==> src/hw/indirect_addr_pkg.sv <==
// package: modes, states and constants of the indirect address generator
package indirect_addr_pkg;
   // addressing modes that the sequencer may request
   typedef enum logic [1:0] {
      mode_jump_abs = 2'h0,
      mode_jump_ind = 2'h1,
      mode_x_ind = 2'h2,
      mode_ind_y = 2'h3
   } mode_t;

   // sequencer states, one-hot
   typedef enum logic [5:0] {
      st_idle = 6'h01,
      st_opc = 6'h02,
      st_oplo = 6'h04,
      st_ophi = 6'h08,
      st_ptrlo = 6'h10,
      st_ptrhi = 6'h20
   } state_t;

   localparam logic [7:0] zero_page = 8'h00;
   localparam logic [15:0] addr_reset = 16'h0000;
   localparam logic [7:0] byte_reset = 8'h00;
   localparam logic [15:0] one_step = 16'h0001;
   localparam logic [15:0] two_step = 16'h0002;
   // bus reads per operation, opcode included
   localparam logic [2:0] reads_jump_abs = 3'h3;
   localparam logic [2:0] reads_jump_ind = 3'h5;
   localparam logic [2:0] reads_indexed = 3'h4;
endpackage : indirect_addr_pkg

==> src/hw/byte_adder.sv <==
// unsigned 8-bit adder with carry in and carry out
`timescale 1ns/100ps
`default_nettype none
module byte_adder (
   input wire logic [7:0] a,
   input wire logic [7:0] b,
   input wire logic cin,
   output logic [7:0] sum,
   output logic cout
);
   logic [8:0] full;

   // nine bits wide so the carry is kept, not silently lost
   always_comb begin
      full = {1'b0, a} + {1'b0, b} + {8'h00, cin};
      sum = full[7:0];
      cout = full[8];
   end
endmodule : byte_adder
`default_nettype wire

==> src/hw/indirect_address_generator.sv <==
// effective-address generator for absolute and indexed indirect modes
//
// Summary of operation
// [RULE1] an absolute indirect jump_op fetches opcode, pointer low and high.
// [RULE2] indirect jump reads target low at the pointer, high at pointer+1.
// [RULE3] a plain absolute jump_op loads its two operand bytes as the target.
// [RULE4] X-indexed indirect adds X to the zero-page operand, dropping carry.
// [RULE5] X-indexed indirect reads low at the pointer, high at pointer+1.
// [RULE6] Y-indexed indirect adds Y to the byte at the operand address.
// [RULE7] the carry of that low sum is added to the next zero-page byte.
// [RULE8] index sums are unsigned 8 bit and zero-page increments wrap.
`timescale 1ns/100ps
`default_nettype none
module indirect_address_generator
   import indirect_addr_pkg::*;
(
   input wire logic core_clk,
   input wire logic reset,
   input wire logic start,
   input wire logic [1:0] mode,
   input wire logic [15:0] instr_addr,
   input wire logic [7:0] x_index,
   input wire logic [7:0] y_index,
   output logic mem_req,
   output logic [15:0] mem_addr,
   input wire logic mem_ack,
   input wire logic [7:0] mem_rdata,
   output logic busy,
   output logic done,
   output logic pc_load,
   output logic [15:0] eff_addr,
   output logic [7:0] opcode
);
   state_t state;
   mode_t mode_q;
   logic [15:0] pc;
   logic [7:0] x_q;
   logic [7:0] y_q;
   logic [7:0] op_lo;
   logic [15:0] ptr_addr;
   logic [7:0] ea_lo;
   logic carry;
   logic ack_ok;
   logic is_jump;
   logic [15:0] next_addr;
   logic [7:0] idx_b;
   logic [7:0] idx_sum;
   logic idx_cout;
   logic [7:0] inc_a;
   logic inc_cin;
   logic [7:0] inc_sum;
   logic inc_cout;

   assign ack_ok = mem_req & mem_ack;
   assign is_jump = (mode_q == mode_jump_abs) || (mode_q == mode_jump_ind);

   // index adder: X at operand time, Y once the base byte arrives
   always_comb begin
      idx_b = y_q;
      if (state == st_oplo) idx_b = (mode_q == mode_x_ind) ? x_q : byte_reset;
   end

   byte_adder u_index_add (
      .a(mem_rdata),
      .b(idx_b),
      .cin(1'b0),
      .sum(idx_sum),
      .cout(idx_cout)
   );

   // increment adder: pointer step, or high byte plus low-byte carry
   always_comb begin
      inc_a = ptr_addr[7:0];
      inc_cin = 1'b1;
      if (state == st_ptrhi) begin
         inc_a = mem_rdata;
         inc_cin = carry; // RULE7
      end
   end

   byte_adder u_inc_add (
      .a(inc_a),
      .b(byte_reset),
      .cin(inc_cin),
      .sum(inc_sum),
      .cout(inc_cout)
   );

   // address of the byte that the current state needs
   always_comb begin
      unique case (state)
         st_opc: next_addr = pc; // RULE1
         st_oplo: next_addr = pc + one_step; // RULE1
         st_ophi: next_addr = pc + two_step; // RULE1
         default: next_addr = ptr_addr;
      endcase
   end

   // sequencer
   always_ff @(posedge core_clk or posedge reset) begin
      if (reset) begin
         state <= st_idle;
      end else begin
         unique case (state)
            st_idle: if (start) state <= st_opc;
            st_opc: if (ack_ok) state <= st_oplo;
            st_oplo: if (ack_ok) state <= is_jump ? st_ophi : st_ptrlo;
            st_ophi: if (ack_ok) begin
               state <= mode_q == mode_jump_abs ? st_idle : st_ptrlo; // RULE3
            end
            st_ptrlo: if (ack_ok) state <= st_ptrhi;
            st_ptrhi: if (ack_ok) state <= st_idle;
            default: state <= st_idle;
         endcase
      end
   end

   // bus request: raised one cycle after each non-idle state entry, dropped on ack
   always_ff @(posedge core_clk or posedge reset) begin
      if (reset) begin
         mem_req <= 1'b0;
         mem_addr <= addr_reset;
      end else if (ack_ok) begin
         mem_req <= 1'b0;
      end else if (!mem_req && state != st_idle) begin
         mem_req <= 1'b1;
         mem_addr <= next_addr;
      end
   end

   // request latch: the sequencer need not hold its inputs
   always_ff @(posedge core_clk or posedge reset) begin
      if (reset) begin
         mode_q <= mode_jump_abs;
         pc <= addr_reset;
         x_q <= byte_reset;
         y_q <= byte_reset;
      end else if (state == st_idle && start) begin
         mode_q <= mode_t'(mode);
         pc <= instr_addr;
         x_q <= x_index;
         y_q <= y_index;
      end
   end

   // pointer and byte capture
   always_ff @(posedge core_clk or posedge reset) begin
      if (reset) begin
         opcode <= byte_reset;
         op_lo <= byte_reset;
         ptr_addr <= addr_reset;
         ea_lo <= byte_reset;
         carry <= 1'b0;
      end else if (ack_ok) begin
         unique case (state)
            st_opc: opcode <= mem_rdata;
            st_oplo: begin
               op_lo <= mem_rdata;
               // carry out of the X sum is discarded on purpose
               ptr_addr <= {zero_page, idx_sum}; // RULE4 RULE8
            end
            st_ophi: ptr_addr <= {mem_rdata, op_lo}; // RULE2
            st_ptrlo: begin
               ea_lo <= (mode_q == mode_ind_y) ? idx_sum : mem_rdata; // RULE6
               carry <= (mode_q == mode_ind_y) & idx_cout; // RULE7
               // jump pointer steps over 16 bits, zero-page pointer wraps
               ptr_addr <= is_jump ?
                  {ptr_addr[15:8] + {7'h00, inc_cout}, inc_sum} :
                  {zero_page, inc_sum}; // RULE5 RULE8
            end
            default: carry <= carry;
         endcase
      end
   end

   // result: one-cycle done with the address held until the next one
   always_ff @(posedge core_clk or posedge reset) begin
      if (reset) begin
         busy <= 1'b0;
         done <= 1'b0;
         pc_load <= 1'b0;
         eff_addr <= addr_reset;
      end else begin
         done <= 1'b0;
         if (state == st_idle && start) busy <= 1'b1;
         if (ack_ok && state == st_ophi && mode_q == mode_jump_abs) begin
            eff_addr <= {mem_rdata, op_lo}; // RULE3
            pc_load <= 1'b1;
            done <= 1'b1;
            busy <= 1'b0;
         end
         if (ack_ok && state == st_ptrhi) begin
            eff_addr <= {inc_sum, ea_lo}; // RULE2 RULE5 RULE7
            pc_load <= is_jump;
            done <= 1'b1;
            busy <= 1'b0;
         end
      end
   end
   // checking helpers: reads per operation and raw bytes seen
   logic [2:0] read_cnt;
   logic [7:0] lo_raw;
   logic [7:0] lo_ptr;
   logic [7:0] zp_first;
   logic [15:0] jmp_ptr;
   always_ff @(posedge core_clk or posedge reset) begin
      if (reset) begin
         read_cnt <= 3'h0;
         lo_raw <= byte_reset;
         lo_ptr <= byte_reset;
         zp_first <= byte_reset;
         jmp_ptr <= addr_reset;
      end else begin
         if (state == st_idle && start) read_cnt <= 3'h0;
         else if (ack_ok) read_cnt <= read_cnt + 3'h1;
         if (ack_ok && state == st_oplo) lo_ptr <= mem_rdata + x_q;
         if (ack_ok && state == st_ophi) jmp_ptr <= {mem_rdata, op_lo};
         if (ack_ok && state == st_ptrlo) lo_raw <= mem_rdata;
         if (ack_ok && state == st_ptrlo) zp_first <= mem_addr[7:0];
      end
   end
   property p_jump_ind_reads;
      @(posedge core_clk) disable iff (reset)
      done && mode_q == mode_jump_ind |-> read_cnt == reads_jump_ind;
   endproperty
   a_jump_ind_reads: assert property (p_jump_ind_reads) // RULE1
      else $error("indirect jump did not take five reads");

   property p_jump_ind_hi;
      @(posedge core_clk) disable iff (reset)
      state == st_ptrhi && mem_req && mode_q == mode_jump_ind
         |-> mem_addr == jmp_ptr + one_step;
   endproperty
   a_jump_ind_hi: assert property (p_jump_ind_hi) // RULE2
      else $error("indirect jump high byte not read at pointer plus one");

   property p_jump_abs;
      @(posedge core_clk) disable iff (reset)
      done && mode_q == mode_jump_abs |->
         pc_load && read_cnt == reads_jump_abs && eff_addr[7:0] == op_lo;
   endproperty
   a_jump_abs: assert property (p_jump_abs) // RULE3
      else $error("absolute jump target wrong or pointer read made");

   property p_x_ptr;
      @(posedge core_clk) disable iff (reset)
      state == st_ptrlo && mem_req && mode_q == mode_x_ind
         |-> mem_addr == {zero_page, lo_ptr};
   endproperty
   a_x_ptr: assert property (p_x_ptr) // RULE4
      else $error("X indexed pointer not operand plus X in page zero");

   property p_zp_reads;
      @(posedge core_clk) disable iff (reset)
      (state == st_ptrlo || state == st_ptrhi) && mem_req && !is_jump
         |-> mem_addr[15:8] == zero_page;
   endproperty
   a_zp_reads: assert property (p_zp_reads) // RULE5
      else $error("pointer read left page zero");

   property p_y_lo;
      @(posedge core_clk) disable iff (reset)
      done && mode_q == mode_ind_y |-> eff_addr[7:0] == 8'(lo_raw + y_q);
   endproperty
   a_y_lo: assert property (p_y_lo) // RULE6
      else $error("Y indexed low byte is not base plus Y");

   property p_y_hi;
      @(posedge core_clk) disable iff (reset)
      state == st_ptrhi && ack_ok && mode_q == mode_ind_y |=>
         eff_addr[15:8] ==
            8'($past(mem_rdata) + ({1'b0, lo_raw} + {1'b0, y_q}) / 9'h100);
   endproperty
   a_y_hi: assert property (p_y_hi) // RULE7
      else $error("Y indexed high byte missed the low-byte carry");
   // second read must sit one above the first, wrapped inside page zero
   property p_zp_wrap;
      @(posedge core_clk) disable iff (reset)
      $rose(mem_req) && state == st_ptrhi && !is_jump
         |-> mem_addr == {zero_page, 8'(zp_first + 8'h01)};
   endproperty
   a_zp_wrap: assert property (p_zp_wrap) // RULE8
      else $error("second pointer byte not at wrapped pointer plus one");
   property p_idx_reads;
      @(posedge core_clk) disable iff (reset)
      done && !is_jump |-> read_cnt == reads_indexed && !pc_load;
   endproperty
   a_idx_reads: assert property (p_idx_reads) // RULE4
      else $error("indexed mode read count wrong");

   c_jump_ind: cover property (@(posedge core_clk) disable iff (reset)
      done && mode_q == mode_jump_ind);
   c_x_wrap: cover property (@(posedge core_clk) disable iff (reset)
      state == st_ptrhi && mode_q == mode_x_ind && ptr_addr[7:0] == 8'h00);
   c_y_carry: cover property (@(posedge core_clk) disable iff (reset)
      state == st_ptrhi && mode_q == mode_ind_y && carry);
endmodule : indirect_address_generator
`default_nettype wire

==> config.mk <==
export PLATFORM = sky130hd
export DESIGN_NAME = indirect_address_generator
export DESIGN_NICKNAME = d
export VERILOG_FILES = /design/src/hw/indirect_addr_pkg.sv /design/src/hw/byte_adder.sv /design/src/hw/indirect_address_generator.sv
export SDC_FILE = /design/constraint.sdc
export NUM_CORES = 1
export LEC_CHECK = 0
export BUFFER_PORTS_ARGS = -buffer_cell sky130_fd_sc_hd__buf_2
export CAP_MARGIN = 25
export CORE_ASPECT_RATIO = 0.5
export CORE_MARGIN = 5
export CORE_UTILIZATION = 52
export CTS_CLUSTER_SIZE = 25
export DETAILED_ROUTE_END_ITERATION = 10
export GPL_TIMING_DRIVEN = 0
export HOLD_SLACK_MARGIN = 0.05
export PLACE_DENSITY_LB_ADDON = 0.3
export SYNTH_ARGS = -nofsm -noshare
export SYNTH_HDL_FRONTEND = slang
export SYNTH_SLANG_ARGS = --single-unit
==> constraint.sdc <==
create_clock -name core_clk -period 3.8 [get_ports core_clk]
set_clock_uncertainty 0.2 [all_clocks]
set_input_delay 0.38 -clock core_clk [delete_from_list [all_inputs] [get_ports core_clk]]
set_output_delay 0.38 -clock core_clk [all_outputs]
set_load 0.01 [all_outputs]
# Word-level counts from Yosys, hierarchy flattened
# Index checks and enable logic that the tools add are counted.
# word_totals
register_bits	117
output_inout_bits	44
word_cells	86
# op_classes
n_addsub	5
n_eq_ne	16
muxes	28
bitwise_logic	3
reduce_logical	18
# op_table
op	n
$pmux W16 S3	2
$mux W16	3
$mux W6	6
$pmux W6 S6	1
$mux W8	4
$add A16 B1 Y16 const B	1
$add A16 B2 Y16 const B	1
$ne A2 B2 Y1 const B	6
$mux W1	10
$mux W5	2
$reduce_and A2 Y1	5
$add A8 B1 Y9	1
$add A8 B8 Y9	1
$add A8 B1 Y8	1
$eq A6 B1 Y1 const B	1
$eq A6 B2 Y1 const B	1
$eq A6 B3 Y1 const B	1
$eq A6 B4 Y1 const B	1
$eq A6 B5 Y1 const B	1
$eq A6 B6 Y1 const B	1
$ne A6 B1 Y1 const B	1
$reduce_and A6 Y1	1
$reduce_bool A3 Y1	2
$logic_and A1 B1 Y1	5
other kinds (8)	11

# Depth between registers and ports, before layout
# Gate-level depths: netlist of run 1.
# depth
depth_word	6
mapped_depth	16

# Modules after synthesis
# A second synthesis of run 1 with hierarchy kept.
# hier_totals
cells_unflattened	637
hier_area_um2	6511.2
# modules_own_cells
mod	instances	cells_each	area_per_inst_um2	seq_area_each_um2
indirect_address_generator	1	553	5848.1	2929.1
byte_adder	2	42	331.6	0.0

# Worst setup path before layout of run 1
# No wires, ideal clock.
# synth_timing
kind	register to register
start	register state[4]
end	register carry
t_arrival_ns	3.040
required_time_ns	3.523
path_slack_ns	0.482
path_stages_with_launch	16
path_cell_list	dfrtp_1 -> buf_6 -> or4_4 -> nor2_2 -> buf_2 -> nand3_1 -> nand2_1 -> ha_1 -> inv_1 -> fa_1 -> nor2b_1 -> o21a_1 -> o21ai_0 -> a21bo_2 -> a21bo_2 -> a21oi_1
# synth_between
elab_chain_len	4
word_cells_on_any_way	6
# synth_lines
item	line_no	source
start, declared	indirect_address_generator.sv:34	state_t state;
start signal, assigned	indirect_address_generator.sv:102	state <= st_idle;
start signal, assigned	indirect_address_generator.sv:105	st_idle: if (start) state <= st_opc;
start signal, assigned	indirect_address_generator.sv:106	st_opc: if (ack_ok) state <= st_oplo;
$eq A6 B3 Y1	indirect_address_generator.sv:60	if (state == st_oplo) idx_b = (mode_q == mode_x_ind) ? x_q : byte_reset;
$mux W8	indirect_address_generator.sv:60	
$add A8 B8 Y9	byte_adder.sv:15	full = {1'b0, a} + {1'b0, b} + {8'h00, cin};
$and A1 B1 Y1	indirect_address_generator.sv:165	carry <= (mode_q == mode_ind_y) & idx_cout;
end signal, assigned	indirect_address_generator.sv:165	
end signal, assigned	indirect_address_generator.sv:171	default: carry <= carry;
end, declared	indirect_address_generator.sv:42	logic carry;
# Parallel ways exist; a longest one is shown, timed or not.
# A chain may end at the register's enable or synchronous reset.

# Worst setup path after layout of run 1
# layout_timing
start	register state[3]
end	register ptr_addr[6]
# layout_between
elab_chain_len	5
word_cells_on_any_way	13
# layout_lines
item	line_no	source
$eq A6 B6 Y1	indirect_address_generator.sv:75	if (state == st_ptrhi) begin
$mux W8 or $mux W1 (tied branches)	indirect_address_generator.sv:75	
$add A8 B1 Y9	byte_adder.sv:15	
$mux W16	indirect_address_generator.sv:167	ptr_addr <= is_jump ?
$pmux W16 S3	indirect_address_generator.sv:155	unique case (state)
end signal, assigned	indirect_address_generator.sv:160	ptr_addr <= {zero_page, idx_sum};
end signal, assigned	indirect_address_generator.sv:162	st_ophi: ptr_addr <= {mem_rdata, op_lo};
end signal, assigned	indirect_address_generator.sv:167	
end, declared	indirect_address_generator.sv:40	logic [15:0] ptr_addr;
# Parallel ways exist; a longest one is shown, timed or not.

==> results of run 1 <==
state kept, by name, summed over array words and instances, names as in the netlist:
signal	cells
mode_q	2
opcode	8
mem_addr	16
ptr_addr	16
y_q	8
mem_req	1
pc_load	1
busy	1
x_q	8
eff_addr	16
carry	1
done	1
state	6
ea_lo	8
op_lo	8
pc	16
final cells by class:
cell class,count,area (um2)
multi-input combinational,498,3280
clock inverter,14,128
buffer,39,186
tap,165,206
timing repair buffer,125,823
inverter,14,57.6
fill,941,3890
sequential,117,2930
clock buffer,18,439
kinds of logic after synthesis:
logic type                 after synthesis
buffers and inverters                   53
and+or+nand+nor                        238
adders and majority gates               15
AOI/OAI and AO/OA                      163
muxes                                   69
DFF                                    117
xor gates and xnor gates                13
per-layer routing:
layer	wire length, um	share of wire
met4	371	0.019
met1	8600	0.44
met3	1880	0.096
met2	8860	0.45
met5	0	0
power by group:
part	switching (mW)	leakage (nW)	internal (mW)
combinational	1.53	1.92	1.14
clock	0.618	0.281	0.921
sequential	0.419	1.47	1.73
total	2.57	3.68	3.79
metrics by stage:
| stage | hold slack (ns) | TNS (ns) |
|---|---|---|
| floorplan | 0.250 | 0 |
| global placement | 0.262 | -146.45 |
| detailed placement | 0.175 | -0.148 |
| CTS | 0.140 | 0 |
| global route | 0.150 | -0.0292 |
| finish | 0.146 | 0 |
cells in the final DEF, fill, tap and decap left out, types with 15 or more instances in the layout:
cell type / count
buf_2: 96
nand2_1: 87
nor3_1: 15
mux2i_1: 17
dlygate4sd3_1: 35
nor2_1: 49
o21ai_0: 48
a21oi_1: 39
clkbuf_16: 17
mux2_2: 51
clkbuf_1: 25
nand3_1: 29
dfrtp_1: 116
critical path, delay by kind of cell (launching register included):
family	cells	cell delay, ns
simple gates	5	0.67
buf+inv	4	0.84
fa+ha+maj	2	0.55
flops	1	0.33
compound gates	5	0.95
worst min-delay path by stage:
stage                     slack [ns]      endpoint      from  depth (start not counted)
final                           0.15      state[0]     start                          3
after global routing            0.15      state[0]     start                          3
after CTS                       0.14      state[0]     start                          3
after detailed placement        0.17  mem_addr[12]     reset                          2
after global placement          0.26   eff_addr[5]  ea_lo[5]                          2
after floorplan                 0.25      ea_lo[0]  ea_lo[0]                          2
repair_timing:
action                     4_1_cts  5_1_grt
hold endpoints to repair        64        0
gates resized for setup          4       10
hold buffers                    35        0
setup endpoints to repair        3        5
buffers inserted                 0        0
pin swaps                        0        0
==> results.txt, run 1 <==
Core Area: 11900 um2
Hold Vio Cnt, Final: 0
async set-reset flop share out of synthesis: 1.00
n_diodes: 0
H-tree depth: 4
Max Freq: 271 MHz
commonest cells in the netlist: dfrtp_1, nand2_1, mux2_2
Yosys reg bits: 117
grt peak-use layer: met2
Layout Nets: 873
Initial Util: 0.536
PortBufs: 89
Die X: 167 um
Die Y: 88.5 um
Cell Rows: 28
Post-synth EDFFs: 0
Clock Root Buffer: clkbuf_16
CP endpoint kind: flop
cell chain of the critical path: buf_2 > nand2b_2 > nand2b_1 > clkbuf_2 > clkbuf_4 > nand2_1 > nand2_1 > ha_1 > inv_1 > fa_1 > nor2b_1 > o21a_1 > o21ai_0 > a21bo_2 > a31oi_2 > o21ai_0
Synth area leader: dfrtp_1
simple-gate share of the synthesized area: 0.180
max-capacitance violation count: 0
RSZ-0062 raised after global routing: yes
Crit path largest cell delay: 0.39 ns
share of cells above drive strength 1: 0.247
clk_lat worst skew: 0.42 ns
initial antenna violation count: 0
Synth Area in XOR/XNOR: 0.0178
FF-to-FF setup slack: 0.11 ns
worst endpoint required time: 3.87 ns
wire per inst: 19.9 um
Placement Cell Area: 7090 um2
Final setup viols: 0
met2 Resource Use GR: 0.424
crit path to: ptr_addr[6]
dpl ws: -0.104 ns
Peak supply drop: 0.368 mV
largest net degree at the start of global routing: 88
Seq/Total Area, Yosys: 0.457
final cycle utilization of the critical path: 0.971
mux cell area share after synthesis: 0.118
dominant synthesized flop cell: dfrtp_1
vias in the first global route: 5922
Compound-Gate Fraction of Synth Area: 0.161
post-route minimum period: 3.69 ns
Vias: 6025
critical path class: flop to flop
GR Util met3: 0.0589
Slew headroom: 0.412
die footprint: 14800 um2
first-pass GRT wire length: 31500 um
Slowest-stage cell, CP: fa_1
Power, Total: 6.35 mW
M1 GR Usage: 0.384
RR Endpoint: ptr_addr[6]
Reg-to-Reg Start: state[3]
worst reg-to-reg path cell count: 16
CP startpoint: state[3]
CP Max Fanout: 10
final wirelength: 19700 um
RD Place Congestion: 0.921
final instance area: 8050 um2
main area contributors after synthesis: dfrtp_1, mux2_2, nand2_1
P&R area growth vs syn: 25.7%
YS warnings: 0
fin cells: 990
Initial DRC Count: 645
Power Density: 789 nW/um2
CTS Sinks: 117
Worst-path clk slew: 0.06 ns
maximum root-to-sink buffer count: 2
Startpoint Class: flop
total global-route track usage: 0.273
Post-DP HPWL: 13900 um
unique cell type count in the Yosys netlist: 68
HP Class: primary input to flop
largest family of logic cells by synthesized area: simple AND/OR/NAND/NOR gates
Slew @ Worst Pin: 0.882 ns
DRC: 0
post-synth top area share: 0.453
First-pass DRT Iterations: 7
IO Pins: 90
CTS tree: built
outcome: complete, no violations
GRT overflow: 0
setup slack after layout: 0.109 ns
Placed Cells: 923
Inserted Clock Buffers: 17
Mapped Nets: 729
most common cell in the netlist: dfrtp_1
max-slew violations: 0
Static Leak: 3.68 nW
Synth Area per Inst: 9.59 um2
Post-Syn Area: 6410 um2
post-DR vias/cell: 6.09
Syn Inst Count: 668
crit path DAT: 3.76 ns
Post-DRT Antenna Nets: 0
fin util: 0.674
post-synthesis adder-cell area fraction: 0.0305
(Power assumes the default switching activity.)
==> run 2: changes to the inputs <==
==> constraint.sdc (replaced) <==
create_clock -name core_clk -period 3.8 [get_ports core_clk]
set_clock_uncertainty 0.2 [all_clocks]
set_input_delay 0.19 -clock core_clk [delete_from_list [all_inputs] [get_ports core_clk]]
set_output_delay 0.19 -clock core_clk [all_outputs]
set_load 0.01 [all_outputs]
==> run 2 against run 1 <==
  * Register-to-register slack improved by 0.02 ns
  * Total power about the same
  * Sequential cell count unchanged
==> results.txt, run 2 (synthesized netlist as in run 1, its figures left out) <==
outcome: complete, no violations
worst endpoint required time: 3.87 ns (about the same)
CTS Sinks: 117 (unchanged)
Inserted Clock Buffers: 17 (unchanged)
Die Y: 88.5 um (unchanged)
Initial Util: 0.536 (unchanged)
PortBufs: 89 (unchanged)
largest net degree at the start of global routing: 88 (unchanged)
Peak supply drop: 0.368 mV (+0.11%)
CP endpoint kind: flop
Worst-path clk slew: 0.06 ns (about the same)
GRT overflow: 0 (unchanged)
Post-DRT Antenna Nets: 0 (unchanged)
Hold Vio Cnt, Final: 0 (unchanged)
maximum root-to-sink buffer count: 2 (unchanged)
Die X: 167 um (unchanged)
footprint of the multi-input gates: 3280 um2 (unchanged)
post-route minimum period: 3.68 ns (-0.0151 ns)
First-pass DRT Iterations: 6 (-1)
Initial DRC Count: 656 (+1.7%)
Setup Fix Bufs, Post-CTS: 0 (unchanged)
Crit path largest cell delay: 0.56 ns (+0.17 ns)
Max Freq: 272 MHz (+0.41%)
fin util: 0.681 (+0.00670)
Core Area: 11900 um2 (unchanged)
Startpoint Class: flop
final cycle utilization of the critical path: 0.967 (-0.00396)
Slew headroom: 0.386 (-0.0263)
Power, Total: 6.36 mW (about the same)
P&R area growth vs syn: 26.9%
Final setup viols: 0 (unchanged)
HP Class: primary input to async pin
vias in the first global route: 5946 (+0.41%)
initial antenna violation count: 0 (unchanged)
# fillers: 935 (-0.64%)
critical path class: flop to flop
most frequent cells in the layout: dfrtp_1, buf_2, nand2_1, mux2_2, nor2_1
cell chain of the critical path: buf_2 > or4_4 > nor2_4 > buf_6 > nand3_1 > nand2_1 > ha_1 > inv_1 > fa_1 > nor2b_1 > o21a_1 > o21ai_0 > a21bo_2 > a31oi_2 > o21ai_0
Layout Nets: 881 (+0.92%)
final wirelength: 19700 um (about the same)
RD Place Congestion: 0.921 (unchanged)
total global-route track usage: 0.273 (+0.000466)
max-slew violations: 0 (unchanged)
RSZ-0062 raised after global routing: yes
clk_lat worst skew: 0.41 ns (about the same)
Slowest-stage cell, CP: or4_4
wire per inst: 19.8 um (-0.74%)
Vias: 6045 (+0.33%)
Power Density: 782 nW/um2 (-0.91%)
post-DR vias/cell: 6.06 (-0.47%)
Clock Root Buffer: clkbuf_16
Slew @ Worst Pin: 0.921 ns (+0.0394 ns)
first-pass GRT wire length: 31500 um (+0.26%)
Buf+Inv Stages, Crit Path: 3 (-1)
crit path DAT: 3.74 ns (-0.02 ns)
n_diodes: 0 (unchanged)
H-tree depth: 4 (unchanged)
Cell Rows: 28 (unchanged)
CP Max Fanout: 10 (unchanged)
critical path's top delay family: simple AND/OR/NAND/NOR gates
most common cell after layout, fill and taps aside: dfrtp_1
share of cells above drive strength 1: 0.245 (-0.00237)
DRC: 0 (unchanged)
IO Pins: 90 (unchanged)
die footprint: 14800 um2 (unchanged)
most used cell, CP: o21ai_0
max-capacitance violation count: 0 (unchanged)
register area: 2930 um2 (unchanged)
CTS tree: built
Static Leak: 3.71 nW (+0.91%)
Post-DP HPWL: 13900 um (unchanged)
[run 2: changes by cell type in the layout (fill, tap and decap cells not counted), sizes merged]
cell and change:
dlygate4sd3 +8
[run 2: cell type report]
type,instances,area share
Sequential cell,117,0.360
Tap cell,165,0.0254
Timing Repair Buffer,133,0.111
Clock inverter,14,0.0157
Buffer,39,0.0229
Inverter,14,0.00708
Multi-Input combinational cell,498,0.404
Clock buffer,18,0.0540
[run 2: tightest hold or removal path, stage by stage]
cell and delay (ns):
dlygate4sd3_1 0.53, buf_2 0.14, inv_6 0.23
[run 2: final timing paths]
check / from / endpoint / slack [ns] / cells after the start
max: state[0] / ptr_addr[6] / 0.12 / 15
min: reset / mem_addr[12] / 0.09 / 3
max reg2reg: state[0] / ptr_addr[6] / 0.12 / 15
min reg2reg: ea_lo[1] / ea_lo[1] / 0.29 / 2
max in group asynchronous: reset / state[0] / 2.54 / 4
min in group core_clk: mem_ack / ea_lo[4] / 0.21 / 5
[run 2: stage by stage]
step | cell area, um2 | worst slack, ns | cells | hold WS [ns] | TNS, ns
after CTS | 8090 | 0.0533 | 998 | 0.101 | 0
after detailed placement | 7090 | -0.104 | 923 | -0.0152 | -0.148
after global routing | 8130 | -0.0184 | 998 | 0.140 | -0.0184
final | 8130 | 0.124 | 998 | 0.0915 | 0
after global placement | 7060 | -1.08 | 922 | 0.221 | -124.35
after floorplan | 6410 | 0.311 | 668 | 0.140 | 0
[run 2: timing repair]
item                                    CTS  global route
resized for setup                         4            10
endpoints found under the setup margin    3             5
hold buffers                             43             0
pin swaps                                 0             0
endpoints found under the hold margin   176             0
[run 2: power by group]
group,internal [mW],total [mW],switching (mW),leakage (nW)
logic,1.15,2.68,1.53,1.96
clock network,0.921,1.54,0.615,0.281
registers,1.73,2.14,0.418,1.47
[run 2: per-layer routing]
metal	GRT usage	up-vias	routed length (um)
met5	0	-	0
met4	0.0958	0	369
met3	0.0589	47	1860
met2	0.427	311	8810
met1	0.383	2943	8700
li1	-	2744	-
==> run 3: changes to the inputs <==
--- a/config.mk
+++ b/config.mk
@@ -7,14 +7,13 @@
 export LEC_CHECK = 0
 export BUFFER_PORTS_ARGS = -buffer_cell sky130_fd_sc_hd__buf_2
 export CAP_MARGIN = 25
-export CORE_ASPECT_RATIO = 0.5
 export CORE_MARGIN = 5
 export CORE_UTILIZATION = 52
 export CTS_CLUSTER_SIZE = 25
 export DETAILED_ROUTE_END_ITERATION = 10
 export GPL_TIMING_DRIVEN = 0
 export HOLD_SLACK_MARGIN = 0.05
-export PLACE_DENSITY_LB_ADDON = 0.3
+export PLACE_DENSITY = 0.8
 export SYNTH_ARGS = -nofsm -noshare
 export SYNTH_HDL_FRONTEND = slang
 export SYNTH_SLANG_ARGS = --single-unit
==> run 3 against run 2 <==
  * Sequential cell count stayed put
  * Setup slack better by 0.075 ns
  * Utilization is 0.49 points lower
  * Maximum frequency is 2.1% higher
  * Largest power group unchanged
==> results.txt, run 3 (synthesized netlist as in run 1, its figures left out) <==
outcome: complete, no violations
Die Y: 121 um (+37%)
worst reg-to-reg path cell count: 15 (unchanged)
GR Util met3: 0.0779 (+0.0190)
Slew @ Worst Pin: 0.806 ns (-0.114 ns)
HP Class: primary input to async pin
vias in the first global route: 6041 (+1.6%)
critical path's top delay family: simple AND/OR/NAND/NOR gates
Die X: 121 um (-28%)
cell chain of the critical path: buf_6 > or4_4 > nor2_4 > buf_6 > nand3_1 > nand2_1 > ha_1 > inv_1 > fa_1 > nor2b_1 > o21a_1 > o21ai_1 > a21bo_2 > a31oi_1 > o21ai_0
IO Pins: 90 (unchanged)
M1 GR Usage: 0.339 (-0.0448)
fin util: 0.676 (-0.00494)
n_diodes: 0 (unchanged)
crit path DAT: 3.69 ns (-0.05 ns)
DRC: 0 (unchanged)
Inserted Clock Buffers: 17 (unchanged)
most used cell, CP: buf_6
Static Leak: 3.71 nW (about the same)
hold slack final: 0.165 ns (+0.0733 ns)
CTS Sinks: 117 (unchanged)
Clock Root Buffer: clkbuf_16
post-route minimum period: 3.60 ns (-0.0752 ns)
share of cells above drive strength 1: 0.245 (-0.000294)
largest net degree at the start of global routing: 76 (-14%)
final instance area: 8150 um2 (+0.23%)
total global-route track usage: 0.270 (-0.00306)
Initial Util: 0.531 (-0.00512)
footprint of the multi-input gates: 3270 um2 (-0.46%)
Core Area: 12100 um2 (+0.96%)
first-pass GRT wire length: 30800 um (-2.3%)
Layout Nets: 882 (+0.11%)
H-tree depth: 4 (unchanged)
CP Max Fanout: 10 (unchanged)
wire per inst: 18.9 um (-4.6%)
post-DR vias/cell: 5.92 (-2.3%)
grt peak-use layer: met2
CP endpoint kind: flop
Slew headroom: 0.462 (+0.0763)
Worst-path clk slew: 0.06 ns (about the same)
register area: 2930 um2 (unchanged)
fin cells: 1002 (+0.40%)
Crit path largest cell delay: 0.58 ns (+0.02 ns)
die footprint: 14600 um2 (-0.91%)
max-capacitance violation count: 0 (unchanged)
Max Freq: 278 MHz (+2.1%)
max-slew violations: 0 (unchanged)
most frequent cells in the layout: dfrtp_1, buf_2, nand2_1, mux2_2, nor2_1
Placed Cells: 926 (+0.33%)
Hold Vio Cnt, Final: 0 (unchanged)
Power Density: 778 nW/um2 (-0.51%)
# fillers: 952 (+1.8%)
met2 Resource Use GR: 0.444 (+0.0169)
First-pass DRT Iterations: 6 (unchanged)
Post-DP HPWL: 13400 um (-3.7%)
Final setup viols: 0 (unchanged)
RR Endpoint: ptr_addr[6]
most common cell after layout, fill and taps aside: dfrtp_1
Placement Cell Area: 7090 um2 (about the same)
clk_lat worst skew: 0.43 ns (+0.02 ns)
FF-to-FF setup slack: 0.20 ns (+0.08 ns)
final cycle utilization of the critical path: 0.948 (-0.0198)
Buf+Inv Stages, Crit Path: 3 (unchanged)
Peak supply drop: 0.417 mV (+13%)
PortBufs: 89 (unchanged)
maximum root-to-sink buffer count: 2 (unchanged)
critical path class: flop to flop
Vias: 5928 (-1.9%)
final wirelength: 18900 um (-4.2%)
Initial DRC Count: 597 (-9.0%)
initial antenna violation count: 0 (unchanged)
worst endpoint required time: 3.89 ns (+0.02 ns)
Slowest-stage cell, CP: or4_4
RD Place Congestion: 0.934 (+1.4%)
P&R area growth vs syn: 27.2%
CTS tree: built
GRT overflow: 0 (unchanged)
Cell Rows: 40 (+43%)
Reg-to-Reg Start: state[4]
Post-DRT Antenna Nets: 0 (unchanged)
Startpoint Class: flop
-- run 3: final cells by class --
cell class,instances,area share
Clock buffer,18,0.0539
Tap cell,168,0.0258
Multi-Input combinational cell,498,0.401
Buffer,39,0.0226
Timing Repair Buffer,134,0.112
Inverter,14,0.00675
Clock inverter,14,0.0190
Sequential cell,117,0.359
-- run 3: what timing repair did --
action,4_1_cts,5_1_grt
pin swaps,0,1
buffers inserted,0,1
resized for setup,5,6
hold buffers,43,0
cloned,0,0
setup endpoints to repair,3,6
endpoints found under the hold margin,106,0
-- run 3: metrics by stage --
stage / setup WS (ns) / power (mW) / setup TNS [ns]
2_1_floorplan: 0.311 / 3.84 / 0
3_3_place_gp: -0.847 / 4.55 / -97.28
3_5_place_dp: -0.0806 / 4.64 / -0.0998
4_1_cts: 0.0466 / 6.29 / 0
5_1_grt: -0.00361 / 6.74 / -0.00361
6_report: 0.199 / 6.34 / 0
-- run 3: where the power goes --
part	switching [mW]	internal [mW]	leakage, nW
logic	1.48	1.14	1.96
registers	0.400	1.73	1.47
clock network	0.613	0.984	0.275
-- run 3: routing by layer --
metal  part of all wire  wire length [um]
met1               0.42              7890
met2               0.48              9160
met3              0.072              1370
met4              0.026               492
met5                  0                 0
-- run 3: worst register-to-register path, stage by stage (launching register included) --
cell     delay, ns
dfrtp_1       0.37
buf_6         0.14
or4_4         0.58
nor2_4        0.17
buf_6         0.17
nand3_1       0.08
nand2_1       0.12
ha_1          0.18
inv_1         0.06
fa_1          0.39
nor2b_1       0.12
o21a_1        0.13
o21ai_1       0.14
a21bo_2       0.26
a31oi_1       0.25
o21ai_0       0.11
-- run 3: worst max-delay path by stage --
stage	slack, ns	start	cells past startpoint	end
after global placement	-0.85	reset	2	mem_addr[0]
final	0.20	state[4]	15	ptr_addr[6]
after CTS	0.05	state[4]	15	ptr_addr[6]
after detailed placement	-0.08	state[4]	15	ptr_addr[6]
after global routing	-0.004	state[4]	15	ptr_addr[6]
after floorplan	0.31	reset	1	busy
